--- config.mk ---
export PLATFORM = sky130hd
export DESIGN_NAME = iqm_regs
export DESIGN_NICKNAME = d
export VERILOG_FILES = /design/src/design/iqm_pkg.sv /design/src/design/iqm_counter.sv /design/src/design/iqm_regs.sv
export SDC_FILE = /design/constraint.sdc
export NUM_CORES = 1
export LEC_CHECK = 0
export ABC_AREA = 1
export BUFFER_PORTS_ARGS = -buffer_cell sky130_fd_sc_hd__buf_2
export CORE_MARGIN = 2
export CORE_UTILIZATION = 40
export DETAILED_ROUTE_END_ITERATION = 7
export PLACE_DENSITY = 0.62
export SKIP_CTS_REPAIR_TIMING = 1
export SYNTH_ARGS = -nofsm -noshare
export SYNTH_HDL_FRONTEND = slang
export SYNTH_SLANG_ARGS = --single-unit
--- constraint.sdc ---
create_clock -name clock -period 4.6 [get_ports clock]
set_input_delay 0.46 -clock clock [delete_from_list [all_inputs] [get_ports clock]]
set_output_delay 0.46 -clock clock [all_outputs]
set_load 0.1 [all_outputs]
--- src/design/iqm_pkg.sv ---
/*
 * Constants for the I/O monitoring and cache-allocation register bank.
 * Assumes a host memory port with 64-bit data, byte enables and a
 * one-cycle read answer; addresses are byte offsets into the bank.
 */
package iqm_pkg;
	// ********************************
	// Geometry
	// ********************************
	localparam int unsigned BLOCK_BYTES = 4096;
	localparam int unsigned REG_BYTES = 8;
	localparam int unsigned ADDR_W = 16;
	localparam logic [3:0] INDEX_VERSION = 4'h1;
	// ********************************
	// Counter register fields
	// ********************************
	localparam int unsigned UNAVAIL_BIT = 63;
	localparam int unsigned OVERFLOW_BIT = 62;
	localparam int unsigned COUNT_W = 62;
	localparam logic [61:0] COUNT_RESET = 62'h0;
	// ********************************
	// Mask register fields
	// ********************************
	localparam int unsigned MASK_LSB = 32;
	localparam int unsigned MASK_W = 32;
	// ********************************
	// Layout defaults
	// ********************************
	localparam logic [15:0] CNT_OFFSET = 16'h0000;
	localparam logic [15:0] MASK_OFFSET = 16'h0800;
	localparam logic [31:0] MASK_RESET = 32'hFFFFFFFF;
endpackage : iqm_pkg

--- src/design/iqm_counter.sv ---
/*
 * One miss bandwidth counter with overflow and unavailable flags.
 * Assumes the increment pulse and read-clear pulse are synchronous.
 */
`timescale 1ns/1ps
module iqm_counter (
	input wire logic clock,
	input wire logic rst_n,
	input wire logic monitored,
	input wire logic inc,
	input wire logic rd_clr,
	output logic [63:0] value
);
	typedef struct packed {
		logic [61:0] cnt;
		logic ovf;
	} iqm_cnt_state_t;
	iqm_cnt_state_t st_ff;
	iqm_cnt_state_t nxt_st;

	// Count wraps to zero and flags overflow; a wrap beats a read clear
	always_comb begin
		nxt_st = st_ff;
		if (rd_clr) begin
			nxt_st.ovf = 1'b0;
		end
		if (inc && monitored) begin
			nxt_st.cnt = st_ff.cnt + 62'h1;
			if (&st_ff.cnt) begin
				nxt_st.ovf = 1'b1;
			end
		end
	end

	always_ff @(posedge clock or negedge rst_n) begin
		if (!rst_n) begin
			st_ff <= '{cnt: iqm_pkg::COUNT_RESET, ovf: 1'b0};
		end else begin
			st_ff <= nxt_st;
		end
	end

	// Unavailable shows while the tag is not monitored
	assign value = {~monitored, st_ff.ovf, st_ff.cnt};

	chk_wrap_sets_ovf: assert property (@(posedge clock) disable iff (!rst_n)
		inc && monitored && (&st_ff.cnt) |=> st_ff.ovf && st_ff.cnt == 62'h0)
		else $error("wrap did not set overflow");
	chk_read_clears: assert property (@(posedge clock) disable iff (!rst_n)
		rd_clr && !(inc && monitored && (&st_ff.cnt)) |=> !st_ff.ovf)
		else $error("read did not clear overflow");
	chk_count_step: assert property (@(posedge clock) disable iff (!rst_n)
		inc && monitored |=> st_ff.cnt == $past(st_ff.cnt) + 62'h1)
		else $error("count did not step");
	chk_idle_hold: assert property (@(posedge clock) disable iff (!rst_n)
		!(inc && monitored) |=> st_ff.cnt == $past(st_ff.cnt))
		else $error("count moved without event");
endmodule : iqm_counter

--- src/design/iqm_regs.sv ---
/*
 * Register bank: per-tag miss counters and per-class way masks.
 * Assumes a simple memory port: one request per cycle, 64-bit data,
 * byte enables, read data valid one cycle after the request.
 */
`timescale 1ns/1ps
module iqm_regs #(
	parameter int unsigned NUM_TAGS = 8,
	parameter int unsigned CLUMP = 4,
	parameter int unsigned NUM_BLOCKS = 2,
	parameter int unsigned NUM_CLASSES = 4,
	parameter int unsigned NUM_WAYS = 12
) (
	input wire logic clock,
	input wire logic rst_n,
	input wire logic req,
	input wire logic wr,
	input wire logic [iqm_pkg::ADDR_W-1:0] addr,
	input wire logic [63:0] wdata,
	input wire logic [7:0] be,
	output logic [63:0] rdata,
	output logic rvalid,
	output logic [3:0] index_version,
	input wire logic [NUM_TAGS-1:0] tag_monitored,
	input wire logic [NUM_TAGS-1:0] miss_inc,
	output logic [NUM_CLASSES*iqm_pkg::MASK_W-1:0] class_mask
);
	localparam int unsigned BW = $clog2(iqm_pkg::BLOCK_BYTES);
	localparam int unsigned RW = $clog2(iqm_pkg::REG_BYTES);
	localparam logic [63:0] WAY_ONES = (64'h1 << NUM_WAYS) - 64'h1;
	localparam logic [iqm_pkg::MASK_W-1:0] WAY_LIMIT =
		WAY_ONES[iqm_pkg::MASK_W-1:0];

	typedef struct packed {
		logic [NUM_CLASSES-1:0][iqm_pkg::MASK_W-1:0] mask;
		logic [63:0] rdata;
		logic rvalid;
	} iqm_state_t;
	iqm_state_t st_ff;
	iqm_state_t nxt_st;

	logic [NUM_TAGS-1:0][63:0] cnt_val;
	logic [NUM_TAGS-1:0] cnt_hit;
	logic [NUM_CLASSES-1:0] mask_hit;
	logic [NUM_TAGS-1:0] rd_clr;

	// Fixed version 1 layout; the address map below assumes it
	assign index_version = iqm_pkg::INDEX_VERSION;

	// ********************************
	// Address decode
	// ********************************
	// Every tag lands in its clump's block, inside the bank
	// Region-id registers are not decoded at all
	genvar g;
	generate
		for (g = 0; g < NUM_TAGS; g++) begin : g_tag
			localparam int unsigned A = (g / CLUMP) * iqm_pkg::BLOCK_BYTES
				+ int'(iqm_pkg::CNT_OFFSET)
				+ (g % CLUMP) * iqm_pkg::REG_BYTES;
			localparam logic [iqm_pkg::ADDR_W-1:0] A_HIT =
				A[iqm_pkg::ADDR_W-1:0];
			assign cnt_hit[g] = req && (addr[iqm_pkg::ADDR_W-1:RW] ==
				A_HIT[iqm_pkg::ADDR_W-1:RW]);
			assign rd_clr[g] = cnt_hit[g] && !wr;
			iqm_counter iqm_counter_inst (
				.clock(clock),
				.rst_n(rst_n),
				.monitored(tag_monitored[g]),
				.inc(miss_inc[g]),
				.rd_clr(rd_clr[g]),
				.value(cnt_val[g])
			);
		end
		// Any block's copy hits the same class; one mask bank shared by all blocks
		// Classes zero up to the last one each get a register
		for (g = 0; g < NUM_CLASSES; g++) begin : g_cls
			localparam int unsigned M = int'(iqm_pkg::MASK_OFFSET)
				+ g * iqm_pkg::REG_BYTES;
			localparam logic [iqm_pkg::ADDR_W-1:0] M_HIT =
				M[iqm_pkg::ADDR_W-1:0];
			assign mask_hit[g] = req &&
				(addr[BW-1:RW] == M_HIT[BW-1:RW]) &&
				(int'(addr[iqm_pkg::ADDR_W-1:BW]) < NUM_BLOCKS);
			assign class_mask[g*iqm_pkg::MASK_W +: iqm_pkg::MASK_W] =
				st_ff.mask[g];
		end
	endgenerate

	// ********************************
	// Access handling
	// ********************************
	// Replicas share storage, so copies never disagree on read back
	always_comb begin
		logic [31:0] nm;
		nm = 32'h0;
		nxt_st = st_ff;
		nxt_st.rvalid = req && !wr;
		nxt_st.rdata = 64'h0; // Unmapped and reserved reads give zero
		for (int c = 0; c < NUM_CLASSES; c++) begin
			if (mask_hit[c]) begin
				if (wr) begin
					nm = st_ff.mask[c];
					for (int b = 0; b < 4; b++) begin
						if (be[4+b]) begin
							nm[8*b +: 8] = wdata[32+8*b +: 8];
						end
					end
					// Bits past the way count make the value too large
					if ((nm & ~WAY_LIMIT) == 32'h0) begin
						nxt_st.mask[c] = nm;
					end
				end else begin
					nxt_st.rdata = {st_ff.mask[c], 32'h0};
				end
			end
		end
		for (int t = 0; t < NUM_TAGS; t++) begin
			if (cnt_hit[t] && !wr) begin
				nxt_st.rdata = cnt_val[t];
			end
		end
	end

	always_ff @(posedge clock or negedge rst_n) begin
		if (!rst_n) begin
			st_ff <= '{mask: {NUM_CLASSES{iqm_pkg::MASK_RESET}},
				rdata: 64'h0, rvalid: 1'b0};
		end else begin
			st_ff <= nxt_st;
		end
	end

	assign rdata = st_ff.rdata;
	assign rvalid = st_ff.rvalid;

	// ********************************
	// Checks
	// ********************************
	chk_cnt_in_bank: assert property (@(posedge clock) disable iff (!rst_n)
		|cnt_hit |-> int'(addr) < NUM_BLOCKS * iqm_pkg::BLOCK_BYTES)
		else $error("counter decoded past bank end");
	chk_rd_one_cycle: assert property (@(posedge clock) disable iff (!rst_n)
		req && !wr |=> rvalid)
		else $error("read answer missing");
	chk_low_half_zero: assert property (@(posedge clock) disable iff (!rst_n)
		|mask_hit && !wr |=> rdata[31:0] == 32'h0)
		else $error("mask low half not zero");
	chk_write_ignored: assert property (@(posedge clock) disable iff (!rst_n)
		req && wr && !(|mask_hit) |=> st_ff.mask == $past(st_ff.mask))
		else $error("stray write changed a mask");
	chk_mask_in_ways: assert property (@(posedge clock) disable iff (!rst_n)
		rvalid && $past(|mask_hit) |-> (rdata[63:32] & ~WAY_LIMIT) == 0
		|| iqm_pkg::MASK_RESET == rdata[63:32])
		else $error("mask beyond way count");
	chk_write_no_ans: assert property (@(posedge clock) disable iff (!rst_n)
		req && wr |=> !rvalid)
		else $error("write produced answer");
endmodule : iqm_regs

==> results by group, run 1 <==
STA
  • Final Hold Violating Endpoints: 0
  • Setup TNS: 0 ns
  • Clock skew: 0.0482 ns
  • Final clock period utilization by the worst path: 0.711
  • Hold WS: 0.0459 ns
  • Max-slew violations: 0
  • Minimum clock period: 3.27 ns
  • RSZ-0062 raised after global routing: no
  • Final setup margin: 1.33 ns
  • Final setup fails: 0
  • Slew at the pin closest to its max-slew limit: 0.894 ns
  • Slew margin rel.: 0.403
  • Max Freq: 0.306 GHz

Global route
  • GRT Total Usage: 0.283
  • First-pass GRT wire length: 220000 um
  • Number of global-route vias before repair: 34900
  • Antenna violations before repair: 5
  • Pin count of the biggest net entering global routing: 131
  • Total gr overflow: 0

Worst setup path
  • Critical path startpoint category: input port
  • Crit path arrival time: 3.89 ns
  • Maximum fanout along the worst path: 26
  • Worst path required time: 5.22 ns
  • Critical path class: input port to flip-flop
  • Crit path cell chain: buf_2, nor2_2, nand2_1, nor2_2, nand3_2, clkinv_1, a221oi_1, o21ai_1, o211ai_1, nand3b_1, nand2_1, inv_1
  • Family with the most delay on the worst path: simple AND/OR/NAND/NOR gates
  • Slowest stage cell, crit path: clkinv_1
  • Worst setup EP type: flip-flop
  • Buf/Inv on CP: 3
  • Crit path largest cell delay: 0.61 ns

Placed design
  • Placed inst area: 0.0432 mm^2
  • PortBufs: 261
  • DP Worst Slack: 0.797 ns
  • Hpwl dp: 115000 um
  • Gpl congestion: 1.03

Pwr
  • Total power density per cell area: 313 mW/mm^2
  • Power, Total: 14.4 mW
  • Peak VDD IR: 0.285 mV
  • Leakage: 23.0 nW

Finish
  • Fin nets: 5434
  • Layout overhead on the synthesized area: 14.2%
  • Share of layout cells above drive strength 1: 0.154
  • Fin area: 0.0460 mm^2

Synth
  • Syn avg cell area: 7.99 um^2
  • Synth top area cells: dfrtp_1 35%, nand2_1 9.6%, xor2_1 9.2%
  • Post-synthesis register bit count: 697
  • Post-synthesis sequential area ratio: 0.436
  • Cell taking the most area after synthesis: dfrtp_1
  • Ys flop type: dfrtp_1
  • Ys async rst share: 1.00
  • Cell Area, Synth: 0.0403 mm^2
  • Yosys warns: 0
  • Netlist cell types: 72
  • Cells after Synth: 5047
  • Post-synth top area share: 0.353
  • EDFF count, synth: 0

Drt
  • Via-per-instance ratio: 5.38
  • Vias: 36000
  • DR WL/cell: 22.1 um
  • DRT Pass-1 Iters: 5
  • DR iter-0 viols: 3793
  • Drc violations: 0
  • Final ANT Viol Nets: 0
  • Drt total wl: 148000 um

Floorplanning
  • Die Wd: 322 um
  • Site row count: 116
  • Starting Density: 0.403
  • Die Y-Extent: 322 um
  • Core area: 0.100 mm^2
  • # IOs: 305
  • Die Area: 0.103 mm^2

Clock network
  • # clock sinks: 697
  • H-tree levels: 3
  • CTS Buffer Depth: 3
  • Clock insertion delay at the later pin of the skew report: 0.69 ns
  • CTS Buf Count: 83
  • Clk root buf: clkbuf_16
  • CTS tree: done
  • Worst-path clk slew: 0.06 ns

Flow run
  • Max cap viols: 0

Outcome
  • Status: complete, no violations

Worst hold path
  • HP Class: input port to flip-flop
-- registers in the layout (all words and copies together), names as in the netlist --
register	cells
g_tag.iqm_counter_inst.value	504
rdata	64
class_mask	128
rvalid	1
-- per-stage QoR --
| stage | cells | util |
|---|---|---|
| 6_report | 6688 | 0.460 |
| 4_1_cts | 6682 | 0.460 |
| 3_3_place_gp | 6530 | 0.432 |
| 3_5_place_dp | 6530 | 0.432 |
| 2_1_floorplan | 5049 | - |
| 5_1_grt | 6687 | 0.460 |
-- kinds of logic after synthesis --
logic type               after synthesis  synth area share
XOR/XNOR                             484             0.105
flip-flops                           697             0.436
other                                  2          0.000186
AND/OR/NAND/NOR                     2296             0.279
AO/OA/AOI/OAI                        595            0.0830
adder cells (fa/ha/maj)                8           0.00248
buffers and inverters                965            0.0937
-- cell usage after synthesis, drive strengths merged, types with 4 or more instances --
| master | instances |
|---|---|
| nand3b | 14 |
| a32oi | 6 |
| buf | 80 |
| a22oi | 4 |
| ha | 8 |
| nand4 | 161 |
| o211ai | 44 |
| inv | 827 |
| nor4 | 142 |
| a31oi | 4 |
| nor2 | 425 |
| and3 | 5 |
| a221oi | 14 |
| xor2 | 423 |
| o221ai | 4 |
| clkbuf | 55 |
| or2 | 6 |
| nor3 | 243 |
| dfstp | 128 |
| nor3b | 11 |
| nand3 | 219 |
| nand2 | 1059 |
| o2111ai | 4 |
| xnor2 | 61 |
| a21oi | 203 |
| o21ai | 290 |
| dfrtp | 569 |
| o21bai | 11 |
-- tightest hold or removal path: stages --
cell	delay, ns
buf_2	0.10
o21ai_0	0.08
inv_1	0.06
-- power by group --
group / switching, mW / leakage (nW) / internal [mW]
clock network: 2.87 / 1.39 / 4.05
registers: 0.317 / 8.18 / 6.35
logic: 0.586 / 13.5 / 0.257
total: 3.77 / 23.0 / 10.7
-- per-layer routing --
layer	wire length (um)	global-route usage	up-vias	part of all wire
met2	65500	0.433	1298	0.44
li1	-	-	16800	-
met3	9710	0.0394	259	0.066
met5	0	0	-	0
met1	65800	0.401	17600	0.45
met4	6750	0.120	0	0.046
-- path summary, 6_finish.rpt --
kind	startpoint	end	slack [ns]	cells past startpoint
hold / removal	wdata[42]	class_mask[74]	0.05	3
min in group asynchronous	rst_n	g_tag[1].iqm_counter_inst.value[61]	0.45	2
hold reg to reg	class_mask[93]	class_mask[93]	0.46	2
setup / recovery	addr[6]	rdata[9]	1.33	12
max in group asynchronous	rst_n	g_tag[7].iqm_counter_inst.value[58]	2.98	3
setup reg to reg	g_tag[7].iqm_counter_inst.value[22]	g_tag[7].iqm_counter_inst.value[56]	1.84	10
-- cell usage in the layout (no fill, tap or decap), drive strengths merged, types with 5 or more instances in the layout --
cell type,instances
o211ai,44
nand3b,14
ha,8
o21bai,11
nand2,1059
nor3b,11
a32oi,6
or2,6
nand4,161
diode,5
o21ai,290
xnor2,61
dfstp,128
clkbuf,115
inv,830
a221oi,14
nand3,219
clkinv,25
bufinv,8
nor4,142
nor3,243
xor2,423
nor2,425
and3,5
dfrtp,569
a21oi,203
buf,318
-- layout make-up --
class                           instances  area, um^2
Fill cell                            9980       54000
Multi-Input combinational cell       3387       19000
Sequential cell                       697       17600
Inverter                              830        3120
Clock buffer                          115        2350
Timing Repair Buffer                  319        1870
Tap cell                             1298        1620
Clock inverter                         37         480
Antenna cell                            5        12.5
(Power assumes the default switching activity.)
==> inputs of run 2 (changes only) <==
==> constraint.sdc (replaced) <==
create_clock -name clock -period 3.1 [get_ports clock]
set_input_delay 0.31 -clock clock [delete_from_list [all_inputs] [get_ports clock]]
set_output_delay 0.31 -clock clock [all_outputs]
set_load 0.1 [all_outputs]
==> run 2 against run 1 <==
The run now ends with negative hold slack left. Clock skew down 0.011 ns. Non-clock buffer count rose by 161. Clock-buffer cell count up 3. Register-to-register slack got worse by 1.4 ns. Worst hold slack lost 0.055 ns. Sequential power increased by 48%. Via count rose by 1.6%. Design area increased by 3.2%. Critical path depth increased by 5. Critical endpoint is now rdata[63]. Largest power group unchanged.
==> results by group, run 2 (synthesis results as in run 1) <==
Placed design
  • Hpwl dp: 121000 um (+4.8%)
  • Dpl cells: 6681 (+2.3%)
  • PortBufs: 261 (unchanged)
  • Gpl congestion: 1.07 (+3.7%)
  • Placed inst area: 0.0446 mm^2 (+3.3%)

Floorplanning
  • Die Wd: 322 um (unchanged)
  • # IOs: 305 (unchanged)
  • Core area: 0.100 mm^2 (unchanged)
  • Die Area: 0.103 mm^2 (unchanged)
  • Starting Density: 0.403 (unchanged)
  • Site row count: 116 (unchanged)
  • Die Y-Extent: 322 um (unchanged)

Worst setup path
  • Worst setup EP type: flip-flop
  • Slowest stage cell, crit path: dlygate4sd3_1
  • FF-to-FF path depth: 11 (+1)
  • Crit path largest cell delay: 0.59 ns (-0.02 ns)
  • Critical path startpoint category: input port
  • Worst path required time: 3.66 ns (-1.56 ns)
  • Maximum fanout along the worst path: 23 (-12%)
  • CP most frequent cell: buf_4
  • Crit path cell chain: buf_2, nor2_1, buf_4, nand2_2, nor2_1, nand2_1, nor2_4, buf_12, inv_2, buf_4, buf_4, buf_4, o21ai_0, buf_4, o21ai_1, nand4_1, dlygate4sd3_1
  • Critical path class: input port to flip-flop
  • Worst R2R Start: g_tag[4].iqm_counter_inst.value[1]
  • Crit path arrival time: 3.45 ns (-0.44 ns)
  • Worst r2r dst: g_tag[4].iqm_counter_inst.value[58]
  • Reg-to-reg setup timing slack: 0.42 ns (-1.42 ns)
  • Critical Path Start: addr[7]

Clock network
  • Clk root buf: clkbuf_16
  • Worst-path clk slew: 0.06 ns (about the same)
  • H-tree levels: 3 (unchanged)
  • # clock sinks: 697 (unchanged)
  • Clock insertion delay at the later pin of the skew report: 0.68 ns (about the same)
  • CTS tree: done
  • CTS Buf Count: 83 (unchanged)
  • CTS Buffer Depth: 3 (unchanged)

Finish
  • Post-layout util: 0.475 (+0.0146)
  • Fin area: 0.0475 mm^2 (+3.2%)
  • Final non-filler cell total: 6844 (+2.3%)
  • Layout overhead on the synthesized area: 17.8%
  • Max reg flops: 504 (unchanged)
  • Share of layout cells above drive strength 1: 0.176 (+0.0224)
  • Fin nets: 5595 (+3.0%)
  • Most frequent cells in the layout: 1027 x nand2_1, 795 x inv_1, 569 x dfrtp_1, 423 x xor2_1, 370 x nor2_1
  • Filler Cell Count: 9884 (-0.96%)
  • Commonest non-fill, non-tap cell in the layout: nand2_1

Outcome
  • Failing checks: negative hold slack
  • Status: finished with violations

STA
  • Final Hold Violating Endpoints: 2 (+2)
  • Final clock period utilization by the worst path: 0.932
  • Slew margin rel.: 0.490 (+0.0872)
  • RSZ-0062 raised after global routing: no
  • Slew at the pin closest to its max-slew limit: 0.764 ns (-0.130 ns)
  • Max Freq: 0.346 GHz
  • Hold WS: -0.00900 ns (-0.0549 ns)
  • Setup TNS: 0 ns (unchanged)
  • Minimum clock period: 2.89 ns
  • Max-slew violations: 0 (unchanged)
  • Clock skew: 0.0374 ns (-0.0108 ns)
  • Final setup fails: 0 (unchanged)

Pwr
  • Power, Total: 21.2 mW (+47%)
  • Leakage: 23.9 nW (+3.6%)
  • Peak VDD IR: 0.468 mV (+64%)
  • Total power density per cell area: 446 mW/mm^2 (+42%)

Drt
  • Via-per-instance ratio: 5.35 (-0.69%)
  • Vias: 36600 (+1.6%)
  • DR iter-0 viols: 3556 (-6.2%)
  • Drc violations: 0 (unchanged)
  • Final ANT Viol Nets: 0 (unchanged)
  • DRT Pass-1 Iters: 7 (+2)
  • DR WL/cell: 22.2 um (+0.51%)
  • Drt total wl: 152000 um (+2.9%)

Worst hold path
  • Worst Hold Depth: 3 (unchanged)
  • HP Class: input port to flip-flop
  • Hold wc startpoint: wdata[36]
  • WHS Endpoint: class_mask[4]

Global route
  • Pin count of the biggest net entering global routing: 84 (-36%)
  • Number of global-route vias before repair: 35700 (+2.3%)
  • First-pass GRT wire length: 227000 um (+3.1%)
  • Antenna violations before repair: 3 (-2)
  • GRT Total Usage: 0.293 (+0.00936)
  • Total gr overflow: 0 (unchanged)

Flow run
  • Max cap viols: 0 (unchanged)
==> run 2: critical path, delay by kind of cell <==
| family | cells | cell delay, ns |
|---|---|---|
| buf+inv | 9 | 1.83 |
| simple gates | 6 | 0.74 |
| compound gates | 2 | 0.54 |
==> run 2: cell type report <==
type | instances | area [um^2] | share of cell area
antenna | 1 | 2.50 | 0.0000527
clock buffer | 118 | 2390 | 0.0503
clock inverter | 33 | 374 | 0.00788
inverter | 830 | 3120 | 0.0656
multi-input combinational | 3387 | 19000 | 0.400
sequential | 697 | 17600 | 0.371
tap | 1298 | 1620 | 0.0342
timing repair buffer | 480 | 3400 | 0.0716
==> run 2: report_power, final <==
| part | total [mW] | internal, mW | leakage (nW) | switching [mW] |
|---|---|---|---|---|
| clock | 9.99 | 5.75 | 1.35 | 4.24 |
| combinational | 1.31 | 0.427 | 14.3 | 0.883 |
| sequential | 9.90 | 9.43 | 8.18 | 0.467 |
| total | 21.2 | 15.6 | 23.9 | 5.59 |
==> run 2: worst max-delay path by stage <==
stage | cells after the start | slack (ns) | end
3_3_place_gp | 16 | 0.02 | rdata[63]
4_1_cts | 11 | 0.45 | g_tag[4].iqm_counter_inst.value[58]
5_1_grt | 17 | 0.04 | rdata[63]
3_5_place_dp | 19 | 0.02 | rdata[44]
2_1_floorplan | 11 | 1.02 | g_tag[3].iqm_counter_inst.value[58]
6_report | 17 | 0.21 | rdata[63]
==> run 2: layer usage <==
layer  vias to the layer above  part of all wire  routed length [um]  GRT usage
met5                         -           0.00012                  18          0
met4                         2             0.050                7580      0.131
met3                       302             0.071               10900     0.0487
met2                      1450              0.44               66200      0.440
met1                     17700              0.44               67400      0.412
li1                      17200                 -                   -          -
==> run 2: metrics by stage <==
step | hold slack [ns] | worst slack, ns
global route | 0.00808 | 0.0383
detailed placement | 0.316 | 0.0170
finish | -0.00900 | 0.210
CTS | -0.382 | 0.449
global placement | 0.320 | 0.0228
floorplan | 0.0144 | 1.02
